## src/hw/dbg_link_pkg.sv

```systemverilog
// Constants for the debug link access register bank
package dbg_link_pkg;
	localparam logic [3:0] OFS_PHY_DIS    = 4'h3;
	localparam logic [3:0] OFS_KEY_STAT   = 4'h7;
	localparam logic [3:0] OFS_RST_REQ    = 4'h8;
	localparam logic [3:0] OFS_CLK_SEL    = 4'h9;
	localparam logic [3:0] OFS_SYS_CTRL   = 4'hA;
	localparam logic [3:0] OFS_SYS_STAT   = 4'hB;
	localparam logic [3:0] OFS_CRC_STAT   = 4'hC;
	localparam int BIT_NACK_DIS    = 4;
	localparam int BIT_COLL_DIS    = 3;
	localparam int BIT_LINK_DIS    = 2;
	localparam int BIT_KEY_UROW    = 5;
	localparam int BIT_KEY_NVM     = 4;
	localparam int BIT_KEY_ERASE   = 3;
	localparam int BIT_RST_HELD    = 0;
	localparam int BIT_UROW_DONE   = 1;
	localparam int BIT_CLK_REQ     = 0;
	localparam int BIT_RST_ACTIVE  = 5;
	localparam int BIT_SLEEPING    = 4;
	localparam int BIT_NVM_READY   = 3;
	localparam int BIT_UROW_READY  = 2;
	localparam int BIT_LOCKED      = 0;
	localparam logic [7:0] RESET_SIGNATURE = 8'h59;
	localparam logic [1:0] CLK_SEL_16M     = 2'h1;
	localparam logic [1:0] CLK_SEL_8M      = 2'h2;
	localparam logic [1:0] CLK_SEL_4M      = 2'h3;
	localparam logic [1:0] CLK_SEL_RESET   = 2'h3;
	localparam logic [7:0] CRC_OFF         = 8'h00;
	localparam logic [7:0] CRC_BUSY        = 8'h01;
	localparam logic [7:0] CRC_PASS        = 8'h02;
	localparam logic [7:0] CRC_FAIL        = 8'h04;
	localparam logic [7:0] PHY_DIS_RESET   = 8'h00;
	typedef enum logic [1:0] {CRC_ST_OFF, CRC_ST_BUSY, CRC_ST_PASS, CRC_ST_FAIL} crc_state_t;
endpackage : dbg_link_pkg

```

## src/hw/key_tracker.sv

```systemverilog
// Key status flags; nvm and erase keys clear automatically on sequence completion
`timescale 1ns/1ps
module key_tracker (
	// Clock and reset
	input  wire logic       i_ref_clk,
	input  wire logic       i_rstn,
	// Key events
	input  wire logic       i_clear_all,
	input  wire logic [2:0] i_key_set,
	input  wire logic       i_nvm_done,
	input  wire logic       i_erase_done,
	// Key state: {user_row, nvm, erase}
	output logic      [2:0] o_keys
);
	logic [2:0] keys_ff;
	logic [2:0] nxt_keys;

	always_comb begin
		nxt_keys = keys_ff | i_key_set;
		if (i_nvm_done) begin
			nxt_keys[1] = 1'b0; // RULE5
		end
		if (i_erase_done) begin
			nxt_keys[0] = 1'b0; // RULE6
		end
		if (i_clear_all) begin
			nxt_keys = 3'h0; // RULE3
		end
	end

	always_ff @(posedge i_ref_clk) begin
		if (!i_rstn) begin
			keys_ff <= 3'h0;
		end else begin
			keys_ff <= nxt_keys;
		end
	end

	assign o_keys = keys_ff;

	a_nvm_autoclear: assert property (@(posedge i_ref_clk) disable iff (!i_rstn)
		i_nvm_done |=> !keys_ff[1]) else $error("nvm key not cleared"); // RULE5
	a_erase_autoclear: assert property (@(posedge i_ref_clk) disable iff (!i_rstn)
		i_erase_done |=> !keys_ff[0]) else $error("erase key not cleared"); // RULE6
endmodule : key_tracker

```

## src/hw/crc_status_track.sv

```systemverilog
// One-hot CRC run status tracker
`timescale 1ns/1ps
module crc_status_track
	import dbg_link_pkg::*;
(
	// Clock and reset
	input  wire logic       i_ref_clk,
	input  wire logic       i_rstn,
	// CRC engine events
	input  wire logic       i_crc_enable,
	input  wire logic       i_crc_done,
	input  wire logic       i_crc_ok,
	// Encoded status
	output logic      [7:0] o_status
);
	crc_state_t st_ff;
	crc_state_t nxt_st;
	logic [7:0] stat_ff;
	logic [7:0] nxt_stat;

	always_comb begin
		nxt_st = st_ff;
		if (!i_crc_enable) begin
			nxt_st = CRC_ST_OFF;
		end else if (i_crc_done) begin
			nxt_st = i_crc_ok ? CRC_ST_PASS : CRC_ST_FAIL;
		end else if (st_ff == CRC_ST_OFF) begin
			nxt_st = CRC_ST_BUSY;
		end
		case (nxt_st)
			CRC_ST_BUSY: nxt_stat = CRC_BUSY; // RULE21
			CRC_ST_PASS: nxt_stat = CRC_PASS;
			CRC_ST_FAIL: nxt_stat = CRC_FAIL;
			default:     nxt_stat = CRC_OFF;
		endcase
	end

	always_ff @(posedge i_ref_clk) begin
		if (!i_rstn) begin
			st_ff   <= CRC_ST_OFF;
			stat_ff <= CRC_OFF;
		end else begin
			st_ff   <= nxt_st;
			stat_ff <= nxt_stat;
		end
	end

	assign o_status = stat_ff;

	a_crc_onehot: assert property (@(posedge i_ref_clk) disable iff (!i_rstn)
		$onehot0(stat_ff) && stat_ff[7:3] == 5'h00) else $error("crc status not one-hot"); // RULE21
endmodule : crc_status_track

```

## src/hw/dbg_link_regs.sv

```systemverilog
// Register bank of the debug link access system interface
`timescale 1ns/1ps
// Function
// [RULE1] Neg-ack disable suppresses neg-ack on reset
// [RULE2] Collision disable stops contention detection
// [RULE3] Link disable drops clock request, clears keys
// [RULE4] Key status bits mirror active keys
// [RULE5] Memory program key clears when done
// [RULE6] Chip erase key clears when done
// [RULE7] Writing 0x59 holds system reset
// [RULE8] Any other value releases system reset
// [RULE9] Reset request reads bit0 held state
// [RULE10] System reset leaves link logic running
// [RULE11] Clock select: 1=16,2=8,3=4 MHz
// [RULE12] Debugger keeps 4 MHz unless high brown-out
// [RULE13] User-row done needs key, starts programming
// [RULE14] Debugger writes data before user-row done
// [RULE15] Clock request bit keeps system clock
// [RULE16] Reset-active status sticky, clears on read
// [RULE17] Sleeping status follows system sleep
// [RULE18] Memory-program ready; debugger resets after
// [RULE19] User-row ready; debugger writes done after
// [RULE20] Lock status shows device locked
// [RULE21] CRC status is one-hot encoded
// [RULE22] Registers reachable only through debug link
// [RULE23] Reserved bits read zero, ignore writes
module dbg_link_regs (
	// Clock and reset
	input  wire logic       i_ref_clk,
	input  wire logic       i_rstn,
	// Debug link register access port
	input  wire logic [3:0] i_reg_addr,
	input  wire logic [7:0] i_reg_wdata,
	input  wire logic       i_reg_wr,
	input  wire logic       i_reg_rd,
	output logic      [7:0] o_reg_rdata,
	// Link enable and key decode
	input  wire logic       i_link_enable,
	input  wire logic [2:0] i_key_decoded,
	// System state
	input  wire logic       i_sys_in_reset,
	input  wire logic       i_sys_sleeping,
	input  wire logic       i_nvm_prog_ready,
	input  wire logic       i_urow_prog_ready,
	input  wire logic       i_nvm_done,
	input  wire logic       i_erase_done,
	input  wire logic       i_device_locked,
	// CRC engine
	input  wire logic       i_crc_enable,
	input  wire logic       i_crc_done,
	input  wire logic       i_crc_ok,
	// Controls to physical layer and system
	output logic            o_neg_ack_disable,
	output logic            o_collision_detect_disable,
	output logic            o_link_phy_on,
	output logic            o_link_clk_request,
	output logic      [1:0] o_link_clock_choice,
	output logic            o_system_reset,
	output logic            o_system_clock_request,
	output logic            o_user_row_program_start
);
	import dbg_link_pkg::*;

	logic       nack_dis_ff, nxt_nack_dis;
	logic       coll_dis_ff, nxt_coll_dis;
	logic       link_off_ff, nxt_link_off;
	logic       rst_hold_ff, nxt_rst_hold;
	logic [1:0] clk_sel_ff, nxt_clk_sel;
	logic       clk_req_ff, nxt_clk_req;
	logic       urow_go_ff, nxt_urow_go;
	logic       rst_seen_ff, nxt_rst_seen;
	logic       enable_d_ff;
	logic       phy_on_ff, nxt_phy_on;
	logic [7:0] rdata_ff, nxt_rdata;
	logic [2:0] keys;
	logic [7:0] crc_stat;
	logic       clear_all;
	logic       wr_phy, wr_rst, wr_clk, wr_sys, rd_sys;
	logic       link_rise;

	// Link disable or enable edge wipes physical configuration and keys
	assign link_rise = i_link_enable && !enable_d_ff;
	assign clear_all = !i_link_enable || link_rise || (wr_phy && i_reg_wdata[BIT_LINK_DIS]); // RULE3
	assign wr_phy = i_reg_wr && i_reg_addr == OFS_PHY_DIS;
	assign wr_rst = i_reg_wr && i_reg_addr == OFS_RST_REQ;
	assign wr_clk = i_reg_wr && i_reg_addr == OFS_CLK_SEL;
	assign wr_sys = i_reg_wr && i_reg_addr == OFS_SYS_CTRL;
	assign rd_sys = i_reg_rd && i_reg_addr == OFS_SYS_STAT;

	key_tracker u_keys (
		.i_ref_clk    (i_ref_clk),
		.i_rstn       (i_rstn),
		.i_clear_all  (clear_all),
		.i_key_set    (i_key_decoded),
		.i_nvm_done   (i_nvm_done),
		.i_erase_done (i_erase_done),
		.o_keys       (keys)
	);

	crc_status_track u_crc (
		.i_ref_clk    (i_ref_clk),
		.i_rstn       (i_rstn),
		.i_crc_enable (i_crc_enable),
		.i_crc_done   (i_crc_done),
		.i_crc_ok     (i_crc_ok),
		.o_status     (crc_stat)
	);

	// Control register next state
	always_comb begin
		nxt_nack_dis = nack_dis_ff;
		nxt_coll_dis = coll_dis_ff;
		nxt_link_off = link_off_ff;
		nxt_rst_hold = rst_hold_ff;
		nxt_clk_sel  = clk_sel_ff;
		nxt_clk_req  = clk_req_ff;
		nxt_urow_go  = 1'b0;
		if (wr_phy) begin
			nxt_nack_dis = i_reg_wdata[BIT_NACK_DIS]; // RULE1
			nxt_coll_dis = i_reg_wdata[BIT_COLL_DIS]; // RULE2
			nxt_link_off = i_reg_wdata[BIT_LINK_DIS]; // RULE3
		end
		if (wr_rst) begin
			nxt_rst_hold = (i_reg_wdata == RESET_SIGNATURE); // RULE7 RULE8
		end
		if (wr_clk && i_reg_wdata[1:0] != 2'h0) begin
			nxt_clk_sel = i_reg_wdata[1:0]; // RULE11
		end
		if (wr_sys) begin
			nxt_clk_req = i_reg_wdata[BIT_CLK_REQ]; // RULE15
			nxt_urow_go = i_reg_wdata[BIT_UROW_DONE] && keys[2]; // RULE13
		end
		if (clear_all) begin
			nxt_nack_dis = 1'b0; // RULE3
			nxt_coll_dis = 1'b0;
			nxt_clk_sel  = CLK_SEL_RESET; // RULE11
			nxt_clk_req  = link_rise; // RULE15
			nxt_urow_go  = 1'b0;
			nxt_link_off = !i_link_enable || (wr_phy && i_reg_wdata[BIT_LINK_DIS]);
		end
		nxt_phy_on = !nxt_link_off; // RULE3
	end

	// Sticky reset-active flag; a new reset wins over the read clear
	always_comb begin
		nxt_rst_seen = rst_seen_ff;
		if (rd_sys) begin
			nxt_rst_seen = 1'b0; // RULE16
		end
		if (i_sys_in_reset || rst_hold_ff) begin
			nxt_rst_seen = 1'b1; // RULE16
		end
	end

	// Read mux; only the link port reaches these registers
	always_comb begin
		nxt_rdata = 8'h00; // RULE22 RULE23
		if (i_reg_rd) begin
			case (i_reg_addr)
				OFS_PHY_DIS: begin
					nxt_rdata[BIT_NACK_DIS] = nack_dis_ff;
					nxt_rdata[BIT_COLL_DIS] = coll_dis_ff;
					nxt_rdata[BIT_LINK_DIS] = link_off_ff;
				end
				OFS_KEY_STAT: begin
					nxt_rdata[BIT_KEY_UROW]  = keys[2]; // RULE4
					nxt_rdata[BIT_KEY_NVM]   = keys[1];
					nxt_rdata[BIT_KEY_ERASE] = keys[0];
				end
				OFS_RST_REQ: begin
					nxt_rdata[BIT_RST_HELD] = rst_hold_ff; // RULE9
				end
				OFS_CLK_SEL: begin
					nxt_rdata[1:0] = clk_sel_ff;
				end
				OFS_SYS_CTRL: begin
					nxt_rdata[BIT_CLK_REQ] = clk_req_ff;
				end
				OFS_SYS_STAT: begin
					nxt_rdata[BIT_RST_ACTIVE] = rst_seen_ff || i_sys_in_reset || rst_hold_ff; // RULE16
					nxt_rdata[BIT_SLEEPING]   = i_sys_sleeping; // RULE17
					nxt_rdata[BIT_NVM_READY]  = i_nvm_prog_ready; // RULE18
					nxt_rdata[BIT_UROW_READY] = i_urow_prog_ready; // RULE19
					nxt_rdata[BIT_LOCKED]     = i_device_locked; // RULE20
				end
				OFS_CRC_STAT: begin
					nxt_rdata = crc_stat; // RULE21
				end
				default: begin
					nxt_rdata = 8'h00;
				end
			endcase
		end
	end

	// Only the link reset clears this state; the issued system reset does not
	always_ff @(posedge i_ref_clk) begin
		if (!i_rstn) begin // RULE10
			nack_dis_ff <= 1'b0;
			coll_dis_ff <= 1'b0;
			link_off_ff <= 1'b0;
			rst_hold_ff <= 1'b0;
			clk_sel_ff  <= CLK_SEL_RESET;
			clk_req_ff  <= 1'b0;
			urow_go_ff  <= 1'b0;
			rst_seen_ff <= 1'b0;
			enable_d_ff <= 1'b0;
			phy_on_ff   <= 1'b1;
			rdata_ff    <= 8'h00;
		end else begin
			nack_dis_ff <= nxt_nack_dis;
			coll_dis_ff <= nxt_coll_dis;
			link_off_ff <= nxt_link_off;
			rst_hold_ff <= nxt_rst_hold;
			clk_sel_ff  <= nxt_clk_sel;
			clk_req_ff  <= nxt_clk_req;
			urow_go_ff  <= nxt_urow_go;
			rst_seen_ff <= nxt_rst_seen;
			enable_d_ff <= i_link_enable;
			phy_on_ff   <= nxt_phy_on;
			rdata_ff    <= nxt_rdata;
		end
	end

	assign o_reg_rdata                = rdata_ff;
	assign o_neg_ack_disable          = nack_dis_ff; // RULE1
	assign o_collision_detect_disable = coll_dis_ff; // RULE2
	assign o_link_phy_on              = phy_on_ff; // RULE3
	assign o_link_clk_request         = phy_on_ff;
	assign o_link_clock_choice        = clk_sel_ff;
	assign o_system_reset             = rst_hold_ff; // RULE7
	assign o_system_clock_request     = clk_req_ff; // RULE15
	assign o_user_row_program_start   = urow_go_ff; // RULE13

	a_rst_sig_hold: assert property (@(posedge i_ref_clk) disable iff (!i_rstn)
		wr_rst && i_reg_wdata == RESET_SIGNATURE |=> o_system_reset) else $error("signature did not hold reset"); // RULE7
	a_rst_release: assert property (@(posedge i_ref_clk) disable iff (!i_rstn)
		wr_rst && i_reg_wdata != RESET_SIGNATURE |=> !o_system_reset) else $error("reset not released"); // RULE8
	a_rst_readback: assert property (@(posedge i_ref_clk) disable iff (!i_rstn)
		i_reg_rd && i_reg_addr == OFS_RST_REQ |=> o_reg_rdata == {7'h00, $past(rst_hold_ff)})
		else $error("reset request readback wrong"); // RULE9
	a_link_dis_clr: assert property (@(posedge i_ref_clk) disable iff (!i_rstn)
		wr_phy && i_reg_wdata[BIT_LINK_DIS] |=> !o_link_clk_request && keys == 3'h0 && !o_system_clock_request)
		else $error("link disable did not clear"); // RULE3
	a_urow_gated: assert property (@(posedge i_ref_clk) disable iff (!i_rstn)
		o_user_row_program_start |-> $past(keys[2]) && $past(wr_sys)) else $error("user row start without key"); // RULE13
	a_clk_sel_legal: assert property (@(posedge i_ref_clk) disable iff (!i_rstn)
		o_link_clock_choice != 2'h0) else $error("reserved clock select"); // RULE11
	a_rst_seen_sticky: assert property (@(posedge i_ref_clk) disable iff (!i_rstn)
		o_system_reset ##1 (i_reg_rd && i_reg_addr == OFS_SYS_STAT) |=> o_reg_rdata[BIT_RST_ACTIVE])
		else $error("reset active not reported"); // RULE16
	a_key_readback: assert property (@(posedge i_ref_clk) disable iff (!i_rstn)
		i_reg_rd && i_reg_addr == OFS_KEY_STAT |=> o_reg_rdata == {2'h0, $past(keys), 3'h0})
		else $error("key status readback wrong"); // RULE4
	c_reset_cycle: cover property (@(posedge i_ref_clk) disable iff (!i_rstn)
		o_system_reset ##[1:20] !o_system_reset);
	c_urow_start: cover property (@(posedge i_ref_clk) disable iff (!i_rstn) o_user_row_program_start);
	c_link_off: cover property (@(posedge i_ref_clk) disable iff (!i_rstn) !o_link_phy_on);
	c_clk_fast: cover property (@(posedge i_ref_clk) disable iff (!i_rstn) o_link_clock_choice == CLK_SEL_16M);
	c_crc_read: cover property (@(posedge i_ref_clk) disable iff (!i_rstn)
		i_reg_rd && i_reg_addr == OFS_CRC_STAT);

	a_nack_follow: assert property (@(posedge i_ref_clk) disable iff (!i_rstn)
		wr_phy && !clear_all |=> o_neg_ack_disable == $past(i_reg_wdata[BIT_NACK_DIS]))
		else $error("neg-ack disable not written"); // RULE1
	a_coll_follow: assert property (@(posedge i_ref_clk) disable iff (!i_rstn)
		wr_phy && !clear_all |=> o_collision_detect_disable == $past(i_reg_wdata[BIT_COLL_DIS]))
		else $error("collision disable not written"); // RULE2
	a_sleep_readback: assert property (@(posedge i_ref_clk) disable iff (!i_rstn)
		rd_sys |=> o_reg_rdata[BIT_SLEEPING] == $past(i_sys_sleeping))
		else $error("sleeping status readback wrong"); // RULE17
	a_lock_readback: assert property (@(posedge i_ref_clk) disable iff (!i_rstn)
		rd_sys |=> o_reg_rdata[BIT_LOCKED] == $past(i_device_locked))
		else $error("lock status readback wrong"); // RULE20
	a_stat_rsvd_zero: assert property (@(posedge i_ref_clk) disable iff (!i_rstn)
		rd_sys |=> o_reg_rdata[7:6] == 2'h0 && !o_reg_rdata[1])
		else $error("reserved status bits not zero"); // RULE23
	a_clk_sel_keep: assert property (@(posedge i_ref_clk) disable iff (!i_rstn)
		wr_clk && i_reg_wdata[1:0] == 2'h0 && !clear_all |=> $stable(o_link_clock_choice))
		else $error("reserved clock select taken"); // RULE11
	a_clk_req_write: assert property (@(posedge i_ref_clk) disable iff (!i_rstn)
		wr_sys && !clear_all |=> o_system_clock_request == $past(i_reg_wdata[BIT_CLK_REQ]))
		else $error("clock request not written"); // RULE15
	a_idle_rdata_zero: assert property (@(posedge i_ref_clk) disable iff (!i_rstn)
		!i_reg_rd |=> o_reg_rdata == 8'h00)
		else $error("read data not zero when idle"); // RULE23
endmodule : dbg_link_regs

```

## config.mk

```make
export PLATFORM = sky130hd
export DESIGN_NAME = dbg_link_regs
export DESIGN_NICKNAME = d
export VERILOG_FILES = /design/src/hw/dbg_link_pkg.sv /design/src/hw/key_tracker.sv /design/src/hw/crc_status_track.sv /design/src/hw/dbg_link_regs.sv
export SDC_FILE = /design/constraint.sdc
export NUM_CORES = 1
export LEC_CHECK = 0
export BUFFER_PORTS_ARGS = -buffer_cell sky130_fd_sc_hd__buf_2
export CORE_UTILIZATION = 35
export CTS_BUF_LIST = sky130_fd_sc_hd__clkbuf_8
export DETAILED_ROUTE_END_ITERATION = 10
export GPL_ROUTABILITY_DRIVEN = 0
export PLACE_DENSITY_LB_ADDON = 0.3
export SKIP_LAST_GASP = 1
export SYNTH_ARGS = -nofsm -noshare
export SYNTH_HDL_FRONTEND = slang
export SYNTH_SLANG_ARGS = --single-unit
```

## constraint.sdc

```tcl
create_clock -name i_ref_clk -period 1 [get_ports i_ref_clk]
set_input_delay 0.05 -clock i_ref_clk [delete_from_list [all_inputs] [get_ports i_ref_clk]]
set_output_delay 0.05 -clock i_ref_clk [all_outputs]
set_load 0.03 [all_outputs]
```

# Word level (Yosys, flattened, before mapping)
# Index checks and enable logic that the tools add are counted.
dict set report totals {
  input_bits 30
  word_cells 75
  output_inout_bits 17
  register_bits 32
}
dict set report op_classes {
  reduce_logical 28
  bitwise 3
  n_mux 16
  eq_ne 11
}
# cell count
set ops {}
lappend ops {{4-bit == test (second input constant)} 5}
lappend ops {{1-bit logical AND} 9}
lappend ops {{3-bit one-hot mux with 3 select lines} 1}
lappend ops {{3-bit OR reduction} 3}
lappend ops {{8-bit by 7-bit == test with 1-bit output (second input constant)} 1}
lappend ops {{2-bit one-hot mux with 4 select lines} 1}
lappend ops {{1-bit two-way mux} 7}
lappend ops {{1-bit logical OR} 6}
lappend ops {{2-bit two-way mux} 3}
lappend ops {{1-bit one-hot mux with 3 select lines} 2}
lappend ops {{2-bit nonzero test} 3}
lappend ops {{1-bit one-hot mux with 5 select lines} 1}
lappend ops {{2-bit == test (second input constant)} 2}
lappend ops {{4-bit by 2-bit == test with 1-bit output (second input constant)} 1}
lappend ops {{4-bit by 3-bit == test with 1-bit output (second input constant)} 1}
lappend ops {{1-bit zero test} 3}
lappend ops {{3-bit bitwise OR} 1}
lappend ops {{3-bit AND reduction} 1}
lappend ops {{2-bit by 1-bit == test with 1-bit output (second input constant)} 1}
lappend ops {{2-bit zero test} 1}
lappend ops {{1-bit NOT} 2}
lappend ops {{1-bit one-hot mux with 2 select lines} 1}
lappend ops {{2-bit AND reduction} 1}
lappend ops {{2-bit OR reduction} 1}

# Depth between registers and ports, before layout
# Gate-level depths: netlist of the first run.
dict set report depth {
  ltp_word 6
  ltp_mapped 5
  ltp_nobuf 3
}

# Hierarchy
# From an unflattened synthesis of the first run, not the netlist that was laid out.
dict set report hier_totals {
  cells_unflattened 141
  hier_area_um2 1307.5
}
# mod area_per_inst_um2 cells_each seq_area_each_um2 instances
set modules_own_cells {}
lappend modules_own_cells {dbg_link_regs 996.0 109 380.4 1}
lappend modules_own_cells {crc_status_track 202.7 22 100.1 1}
lappend modules_own_cells {key_tracker 108.9 10 60.1 1}

# Worst setup path before layout of the first run
# No wires, ideal clock.
dict set report synth_path {
  kind {register to register}
  start {register rst_hold_ff (netlist: o_system_reset)}
  end {register rdata_ff[0] (netlist: o_reg_rdata[0])}
  slack_ns -0.146
  n_path_buf 0
  arrival_ns 1.072
  required_time_ns 0.926
  period_less_slack_ns 1.146
  setup_ns 0.074
  path_stages_with_launch 4
  path_cell_list {dfxtp_1 -> mux2i_1 -> or3_1 -> a31oi_1}
}
dict set report synth_via {
  elab_chain_cells 1
}
# element line
set synth_lines {}
lappend synth_lines {{start: declaration} dbg_link_regs.sv:67} ;# logic rst_hold_ff, nxt_rst_hold;
lappend synth_lines {{start signal: assignment} dbg_link_regs.sv:214} ;# rst_hold_ff <= nxt_rst_hold;
lappend synth_lines {{1-bit one-hot mux with 5 select lines} dbg_link_regs.sv:159} ;# case (i_reg_addr)
lappend synth_lines {{end signal: assignment} dbg_link_regs.sv:221} ;# rdata_ff <= nxt_rdata;
lappend synth_lines {{end: declaration} dbg_link_regs.sv:74} ;# logic [7:0] rdata_ff, nxt_rdata;
# No other way between the ends.
# A chain may end at the register's enable or synchronous reset.

# Worst setup path after layout of the first run
dict set report layout_path {
  start {register enable_d_ff}
  end {register clk_sel_ff[0] (netlist: o_link_clock_choice[0])}
}
dict set report layout_via {
  elab_chain_cells 5
}
# element line
set layout_lines {}
lappend layout_lines {{start: declaration} dbg_link_regs.sv:72} ;# logic enable_d_ff;
lappend layout_lines {{start signal: assignment} dbg_link_regs.sv:219} ;# enable_d_ff <= i_link_enable;
lappend layout_lines {{1-bit zero test} dbg_link_regs.sv:82} ;# assign link_rise = i_link_enable && !enable_d_ff;
lappend layout_lines {{1-bit logical AND} dbg_link_regs.sv:82}
lappend layout_lines {{1-bit logical OR (2 in a row)} dbg_link_regs.sv:83} ;# assign clear_all = !i_link_enable || link_rise || (wr_phy && i_reg_wdata[BIT_LINK_DIS]);
lappend layout_lines {{2-bit OR reduction (no source line)} n/a}
lappend layout_lines {{end signal: assignment} dbg_link_regs.sv:215} ;# clk_sel_ff <= nxt_clk_sel;
lappend layout_lines {{end: declaration} dbg_link_regs.sv:68} ;# logic [1:0] clk_sel_ff, nxt_clk_sel;
# No other way between the ends.

==> results of run 1 <==
==> worst max-delay path by stage <==
stage                     slack [ns]                      to  depth (start not counted)     startpoint
final                          -0.02  o_link_clock_choice[0]                          3    enable_d_ff
after global routing           -0.07  o_link_clock_choice[1]                          3    enable_d_ff
after CTS                      -0.02  o_link_clock_choice[0]                          3    enable_d_ff
after detailed placement       -0.19  o_link_clock_choice[1]                          4  i_reg_addr[3]
after global placement         -0.13  o_link_clock_choice[0]                          4  i_reg_addr[3]
after floorplan                -0.04  o_link_clock_choice[0]                          5  i_reg_addr[1]
==> cell type report <==
class                      instances  area [sq um]  share of cell area (%)
clock buffer                       3          41.3                    2.52
clock inverter                     1          3.75                   0.229
inverter                           5          18.8                    1.14
multi-input combinational         84           566                    34.5
sequential                        25           508                    31.0
tap                               44          55.1                    3.36
timing repair buffer              72           448                    27.3
==> cells in the final DEF (no fill, tap or decap), drive strengths merged, types with 2 or more instances in the layout <==
cell,synthesis,final
o31a,2,2
nor2b,4,4
nand4b,2,2
a31oi,2,2
dfxtp,25,25
a221o,2,2
nand3,4,4
o31ai,2,2
nand2,8,8
dlygate4sd3,0,5
buf,8,66
o21ai,2,2
inv,5,6
and3,2,2
conb,1,2
mux2i,3,3
nor3,4,4
a31o,2,2
and4,2,2
nor2,7,7
nand3b,4,4
a211oi,2,2
a21oi,8,8
clkbuf,1,4
or2,2,2
nand4,4,4
==> stage by stage <==
step | instance area (sq um) | std cells | setup WS [ns] | hold WS, ns | util, %
2_1_floorplan | 1140 | 123 | -0.0355 | 0.127 | -
3_3_place_gp | 1520 | 224 | -0.130 | 0.216 | 49.6
3_5_place_dp | 1520 | 224 | -0.194 | 0.223 | 49.6
4_1_cts | 1630 | 234 | -0.0221 | 0.0158 | 53.4
5_1_grt | 1640 | 234 | -0.0690 | 0.0198 | 53.7
6_report | 1640 | 234 | -0.0209 | 0.0213 | 53.7
==> sequential cells by signal (all words and copies together), names as in the netlist <==
name / count
link_off_ff: 1
o_reg_rdata: 6
u_crc.o_status: 3
o_neg_ack_disable: 1
o_system_reset: 1
rst_seen_ff: 1
o_system_clock_request: 1
enable_d_ff: 1
o_collision_detect_disable: 1
o_link_clk_request: 1
u_crc.st_ff: 2
o_user_row_program_start: 1
o_link_clock_choice: 2
u_keys.o_keys: 3
==> logic make-up (layout without fill, tap and decap cells) <==
family,count (synthesis),in the layout,synth area share (%)
buffers and inverters,14,81,7.35
other,1,2,0.334
flip-flops,25,25,44.5
multiplexers,4,4,3.67
AO/OA/AOI/OAI,28,28,18.3
AND/OR/NAND/NOR,50,50,25.8
==> timing repair <==
action | in CTS | in global routing
endpoints found under the setup margin | 4 | 7
buffers inserted | 1 | 1
hold buffers | 5 | 0
resized for setup | 3 | 2
pin swaps | 0 | 1
endpoints found under the hold margin | 5 | 0
==> worst max-delay path, delay by kind of cell, from the launching register on <==
kind	cells	cell delay [ns]
simple gates	1	0.08
flops	1	0.34
compound gates	2	0.49
==> report_power, final <==
group | leakage (nW) | internal [mW] | switching, mW
registers | 0.205 | 1.02 | 0.0119
clock network | 0.0269 | 0.275 | 0.308
logic | 0.506 | 0.161 | 0.169
==> metal layers <==
metal	global-route usage, %	vias to the layer above	share of wire, %
li1	-	581	-
met1	23.3	521	48
met2	30.2	32	46
met3	4.40	4	4.5
met4	8.50	0	1.3
met5	0	-	0
==> run metrics, run 1 <==
outcome finished, violations left; failing checks setup timing; antenna violations before repair 0; Die ar. 3440 sq um; TritonRoute pass-1 iters 4; Cell variety after synth 42; detailed-route via count 1138; Clk pin slew, worst setup/hold paths around 0.080 ns; Crit Path Class flop to flop; hold path depth 3; Leak 0.738 nW; vias in the first global route 1159; Worst R2R Path Depth 3; final worst slack -0.0209 ns; I/O Buffers 44; total track usage 18.6%; layout cell share with drive strength beyond 1 between 40 and 50%; post-synthesis sequential area ratio 44.5%; detailed placement HPWL 2.26 mm; worst r2r dst o_link_clock_choice[0]; PnR Total Power roughly 1.9 mW; Hold Startpoint i_key_decoded[1]; Hold/Removal Path Class primary input to flop; Rows 20; nets about 220; Mapped Area 1120 sq um; DR iter-0 viols 33; clk_lat worst skew around 0.27 ns; number of fillers in the final layout 307; crit-path max FO 4; count leader, synth dfxtp_1; Die Ht about 60 um; worst r2r src enable_d_ff; CP Cell Sequence nand3_2 > a31o_4 > a221o_1; H-Tree Depth 1; Final Hold Fails 0; CTS Buffer Depth 2; CTS tree yes; slowest stage delay, CP 0.34 ns; Routed wire per std cell 12.5 um; CP arrival 1.18 ns; Die Wd 58.7 um; pin count of the biggest net entering global routing 14; Root Driver clkbuf_8; EDFF count, synth 0; fin crit period 1.02 ns; part of the cycle the worst path needs 102%; drt drc 0; count of clock tree sinks 25; vias per cell 4.86; final slew viol count 0; Yosys top cell by area dfxtp_1; Initial Utilization between 30% and 40%; slowest cell on the critical path dfxtp_2; Synth top area share 44.5%; Async SR Flop Fraction 0%; FMAX 979 MHz; Routed WL 2.93 mm; setup tns final -0.0464 ns; # setup viols final 4; Hold EP u_keys.o_keys[1]; pwr/cell area 1190 nW/um^2; unrepaired setup endpoints after global routing yes; first-pass GRT wire length 4.88 mm; Worst Skew 0.00190 ns; Post-synth top cells dfxtp_1, a21oi_1, nand2_1, nor2_1, inv_1; synthesized area per cell 9.21 sq um; crit end category flop; I/O pin count 47; top post-synthesis cells by area dfxtp_1, a21oi_1, mux2i_1, nand2_1, nand3b_1; CTS Buf Count 3; Post-Syn Instances 122; CP startpoint kind flop; R2R Setup Slk -0.02 ns; diode count 0; Yosys reg bits 25; Worst VDD drop 0.000506 V; area of the core 3050 sq um; max-cap check violation count 0; area grow syn2layout 46.0%; global route overflow 0; YS warnings 0; Antenna Nets Post-Route 0; Main synth FF type dfxtp_1; worst path required time between 1 and 1.5 ns
Power figures use the tool's default switching activity.
==> run 2, diff against run 1 <==
--- a/config.mk
+++ b/config.mk
@@ -10,6 +10,7 @@
 export CTS_BUF_LIST = sky130_fd_sc_hd__clkbuf_8
 export DETAILED_ROUTE_END_ITERATION = 10
 export GPL_ROUTABILITY_DRIVEN = 0
+export GPL_TIMING_DRIVEN = 0
 export PLACE_DENSITY_LB_ADDON = 0.3
 export SKIP_LAST_GASP = 1
 export SYNTH_ARGS = -nofsm -noshare
==> run metrics, run 2 (synthesis results as in run 1) <==
count of clock tree sinks 25; clk_lat worst skew 0.27 ns; layout cell share with drive strength beyond 1 39.7%; Antenna Nets Post-Route 0; worst r2r dst o_link_clock_choice[0]; max-cap check violation count 0; Die Ht 58.7 um; Largest register FFs 6; antenna violations before repair 0; Final Hold Fails 0; Clk pin slew, worst setup/hold paths around 0.09 ns; Non-Filler Cell Area, Final about 1600 sq um; worst r2r src enable_d_ff; vias per cell 5.05; worst slack, placed -0.191 ns; CTS tree yes; I/O Buffers 43; routed wl met2 between 1 and 1.5 mm; failing checks setup timing; crit end category flop; pwr/cell area 1240 nW/um^2; Routed WL 2.73 mm; H-Tree Depth 1; Flop pwr share 53.6%; Worst Hold Margin between 0.01 and 0.015 ns; DR iter-0 viols 32; Hold EP rst_seen_ff; CTS Buffer Depth 2; detailed-route via count ~1100; diode count 0; outcome finished, violations left; Worst Skew 0.00769 ns; CP startpoint kind flop; final slew viol count 0; detailed placement HPWL 2.03 mm; Rows 20; Hold/Removal Path Class primary input to flop; global route overflow 0; Root Driver clkbuf_8; Worst VDD drop 0.000539 V; CP Cell Sequence nand3_2 > a31o_4 > a221o_1; pin count of the biggest net entering global routing 15; crit-path max FO 6; Initial Utilization 36.8%; nets between 200 and 250; M1 WL 1.24 mm; worst path required time 1.16 ns; combinational share of power approximately 15%; area of the core 3050 sq um; Crit Path Class flop to flop; CP arrival approximately 1.2 ns; I/O pin count 47; Hold Startpoint i_sys_in_reset; unrepaired setup endpoints after global routing yes; sw power 0.488 mW; # setup viols final 2; slowest cell on the critical path dfxtp_2; first-pass GRT wire length 4.46 mm; CTS Buf Count 3; area grow syn2layout 38.0%; hold path depth 2; part of the cycle the worst path needs 104%; number of fillers in the final layout 311; max layer used met4; wire length on met3 roughly 130 um; Crit path max-delay family compound AO/OA/AOI/OAI gates; commonest non-fill, non-tap cell in the layout buf_2; Internal Power 1.43 mW; Sw Ratio 25.4%; post-layout util 50.8%; vias in the first global route 1015; TritonRoute pass-1 iters 4; commonest cells after routing, fill and taps aside buf_2, dfxtp_1, nand2_1, a21oi_1, nor2_1; drt drc 0; total track usage ~17%; Die Wd 58.7 um; area post-placement 1410 sq um; Leak 0.682 nW; FMAX slightly below 1000 MHz; PnR Total Power between 1.5 and 2 mW; Routed wire per std cell 12.2 um; R2R Setup Slk -0.04 ns; Worst R2R Path Depth 3; Bufs and invs on worst path 0; fin crit period 1.04 ns; final worst slack -0.0389 ns; slowest stage delay, CP about 0.35 ns; Die ar. ~3400 sq um; clock power share 31.0%
-- run 2: worst max path at each step --
stage	from	slack [ns]	to	cells after the start
after CTS	enable_d_ff	-0.05	o_link_clock_choice[0]	3
after global routing	enable_d_ff	-0.07	o_link_clock_choice[1]	3
after detailed placement	i_reg_addr[2]	-0.19	o_link_clock_choice[0]	4
after global placement	i_reg_addr[2]	-0.14	o_link_clock_choice[0]	4
final	enable_d_ff	-0.04	o_link_clock_choice[0]	3
after floorplan	i_reg_addr[1]	-0.04	o_link_clock_choice[0]	5
-- run 2: cell type report --
type	count	area, sq um	share of cell area [%]
repair buffers	52	298	19.2
well taps	44	55.1	3.55
multi-input cells	84	554	35.8
plain buffers	9	67.6	4.36
clock inverters	1	5.00	0.323
flip-flops and latches	25	510	32.9
inverters	5	18.8	1.21
clock buffers	3	41.3	2.66
-- run 2: power by group through the flow --
stage	clock network (mW)	logic, mW	registers (mW)
6_report	0.596	0.295	1.03
5_1_grt	0.634	0.325	1.03
4_1_cts	0.608	0.289	1.03
3_5_place_dp	0	0.269	1.06
3_3_place_gp	0	0.262	1.06
2_1_floorplan	0	0.143	1.07
-- run 2: metal layers --
metal	up-vias	GRT usage (%)
met2	35	27.8
met5	-	0
met3	4	2.86
met1	531	22.1
li1	556	-
met4	0	8.84
-- run 2: through the flow --
step / TNS [ns] / instances
after global placement: -0.713 / 210
after CTS: -0.101 / 221
final: -0.0676 / 223
after floorplan: -0.0881 / 123
after detailed placement: -1.08 / 210
after global routing: -0.131 / 223
-- run 2: timing repair --
action | CTS | global route
setup endpoints to repair | 4 | 3
pin swaps | 0 | 1
resized for setup | 1 | 2
hold endpoints to repair | 6 | 0
setup buffers | 1 | 2
hold buffers | 6 | 0
==> run 3, diff against run 2 <==
--- a/config.mk
+++ b/config.mk
@@ -6,7 +6,7 @@
 export NUM_CORES = 1
 export LEC_CHECK = 0
 export BUFFER_PORTS_ARGS = -buffer_cell sky130_fd_sc_hd__buf_2
-export CORE_UTILIZATION = 35
+export CORE_UTILIZATION = 40
 export CTS_BUF_LIST = sky130_fd_sc_hd__clkbuf_8
 export DETAILED_ROUTE_END_ITERATION = 10
 export GPL_ROUTABILITY_DRIVEN = 0
@@ -15,4 +15,5 @@
 export SKIP_LAST_GASP = 1
 export SYNTH_ARGS = -nofsm -noshare
 export SYNTH_HDL_FRONTEND = slang
+export SYNTH_HIERARCHICAL = 1
 export SYNTH_SLANG_ARGS = --single-unit
==> constraint.sdc (replaced) <==
create_clock -name i_ref_clk -period 1.3 [get_ports i_ref_clk]
set_input_delay 0.065 -clock i_ref_clk [delete_from_list [all_inputs] [get_ports i_ref_clk]]
set_output_delay 0.065 -clock i_ref_clk [all_outputs]
set_load 0.03 [all_outputs]
==> run metrics, run 3 <==
Routed wire per std cell 13.6 um; Post-Syn Instances 141; post-layout util about 54%; FMAX between 800 and 900 MHz; commonest cells after routing, fill and taps aside buf_2, dfxtp_1, nor2_1; Main synth FF type dfxtp_1; count of clock tree sinks 27; fin crit period 1.22 ns; I/O Buffers 44; # setup viols final 0; top post-synthesis cells by area dfxtp_1, buf_4, nand3_1, nor2_1, a31oi_1; first-pass GRT wire length between 5 and 6 mm; diode count 0; CP Cell Sequence nand3_1 > a31o_1 > a221o_1; Internal Power 1.17 mW; vias per cell 5.26; PnR Total Power 1.56 mW; Bufs and invs on worst path 0; part of the cycle the worst path needs 93.8%; Final Hold Fails 0; Die ar. 3500 sq um; Post-synth top cells dfxtp_1, nor2_1, nand2_1, nand3_1, buf_4; area of the core 3080 sq um; DR iter-0 viols 83; CTS Buf Count 3; Leak 0.744 nW; clk_lat worst skew 0.27 ns; outcome finished clean; unrepaired setup endpoints after global routing no; detailed placement HPWL 2.45 mm; Async SR Flop Fraction 0%; vias in the first global route 1193; Cell variety after synth 46; drt drc 0; Antenna Nets Post-Route 0; antenna violations before repair 0; Hold/Removal Path Class primary input to flop; clock power share between 20% and 30%; Rows 20; I/O pin count 47; Initial Utilization around 42%; worst slack, placed -0.126 ns; Root Driver clkbuf_8; EDFF count, synth 0; crit end category flop; Yosys reg bits 27; max-cap check violation count 0; total track usage 19.8%; final slew viol count 0; TritonRoute pass-1 iters 4; Worst VDD drop just under 0.0009 V; synthesized area per cell 9.27 sq um; YS warnings 6; Synth top area share 41.3%; sw power 0.395 mW; CTS tree yes; Crit path max-delay family compound AO/OA/AOI/OAI gates; CP arrival 1.39 ns; Largest register FFs 8; detailed-route via count 1256; Routed WL about 3.3 mm; nets 226; global route overflow 0; final worst slack 0.0801 ns; Sw Ratio 25.3%; Crit Path Class flop to flop; Mapped Area around 1300 sq um; count leader, synth dfxtp_1; crit-path max FO 6; H-Tree Depth 1; post-CTS setup buffer count 0; area grow syn2layout 27.2%; layout cell share with drive strength beyond 1 34.4%; number of fillers in the final layout approximately 300; commonest non-fill, non-tap cell in the layout buf_2; slowest cell on the critical path dfxtp_1; CTS Buffer Depth 2; pin count of the biggest net entering global routing 15; pwr/cell area 940 nW/um^2; Worst Skew 0.000836 ns; worst path required time around 1.5 ns; CP startpoint kind flop; Flop pwr share 54.9%; post-synthesis sequential area ratio 41.3%; slowest stage delay, CP 0.43 ns; Die Ht 59.2 um; Clk pin slew, worst setup/hold paths about 0.09 ns; Die Wd 59.2 um; combinational share of power 15.5%; Yosys top cell by area dfxtp_1
[run 3: cell families after synthesis]
| family | Yosys count | share of synthesized area (%) |
|---|---|---|
| DFF | 27 | 41.3 |
| buffers and inverters | 18 | 8.52 |
| AOI/OAI and AO/OA | 31 | 17.0 |
| other | 1 | 0.287 |
| muxes | 5 | 4.11 |
| and+or+nand+nor | 59 | 28.7 |
[run 3: stage by stage]
stage	setup TNS [ns]	instance area [sq um]	std cells	hold slack, ns
5_1_grt	0	1660	239	0.00212
4_1_cts	0	1660	239	0.00246
6_report	0	1660	239	0.00125
3_5_place_dp	-0.250	1600	233	0.239
3_3_place_gp	-0.202	1600	233	0.231
2_1_floorplan	0	1320	145	0.134
[run 3: final timing paths]
path               startpoint  cells past startpoint  slack (ns)                endpoint
max               enable_d_ff                      3        0.08  o_link_clock_choice[1]
max reg2reg       enable_d_ff                      3        0.08  o_link_clock_choice[1]
min reg2reg    u_crc/st_ff[1]                      1        0.48       u_crc/o_status[0]
min          i_key_decoded[2]                      3       0.001        u_keys/o_keys[2]
[run 3: final cells by class]
| class | count | area, sq um | share of cell area, % |
|---|---|---|---|
| clock buffers | 3 | 41.3 | 2.48 |
| clock inverters | 1 | 3.75 | 0.226 |
| flip-flops and latches | 27 | 541 | 32.5 |
| inverters | 3 | 11.3 | 0.677 |
| plain buffers | 15 | 100 | 6.02 |
| multi-input cells | 100 | 671 | 40.3 |
| well taps | 44 | 55.1 | 3.31 |
| repair buffers | 46 | 240 | 14.4 |
[run 3: repair_timing]
item	CTS	global route
gates resized for setup	0	0
endpoints found under the setup margin	0	0
hold buffers	2	0
endpoints found under the hold margin	2	0
[run 3: metal layers]
layer | part of all wire (%) | vias up | GRT usage [%]
li1 | - | 623 | -
met1 | 43 | 592 | 23.5
met2 | 50 | 37 | 34.6
met3 | 5.7 | 4 | 5.24
met4 | 0.80 | 0 | 6.46
met5 | 0 | - | 0
[run 3: worst reg2reg max path, cell delays in order, from the launching register on]
cell     delay (ns)
dfxtp_1        0.43
nand3_1        0.17
a31o_1         0.26
a221o_1        0.26
[run 3: power by group through the flow]
| stage | combinational [mW] | sequential (mW) | clock [mW] |
|---|---|---|---|
| finish | 0.242 | 0.858 | 0.463 |
| global route | 0.266 | 0.861 | 0.504 |
| CTS | 0.240 | 0.858 | 0.469 |
| detailed placement | 0.233 | 0.877 | 0 |
| global placement | 0.227 | 0.876 | 0 |
| floorplan | 0.132 | 0.887 | 0 |
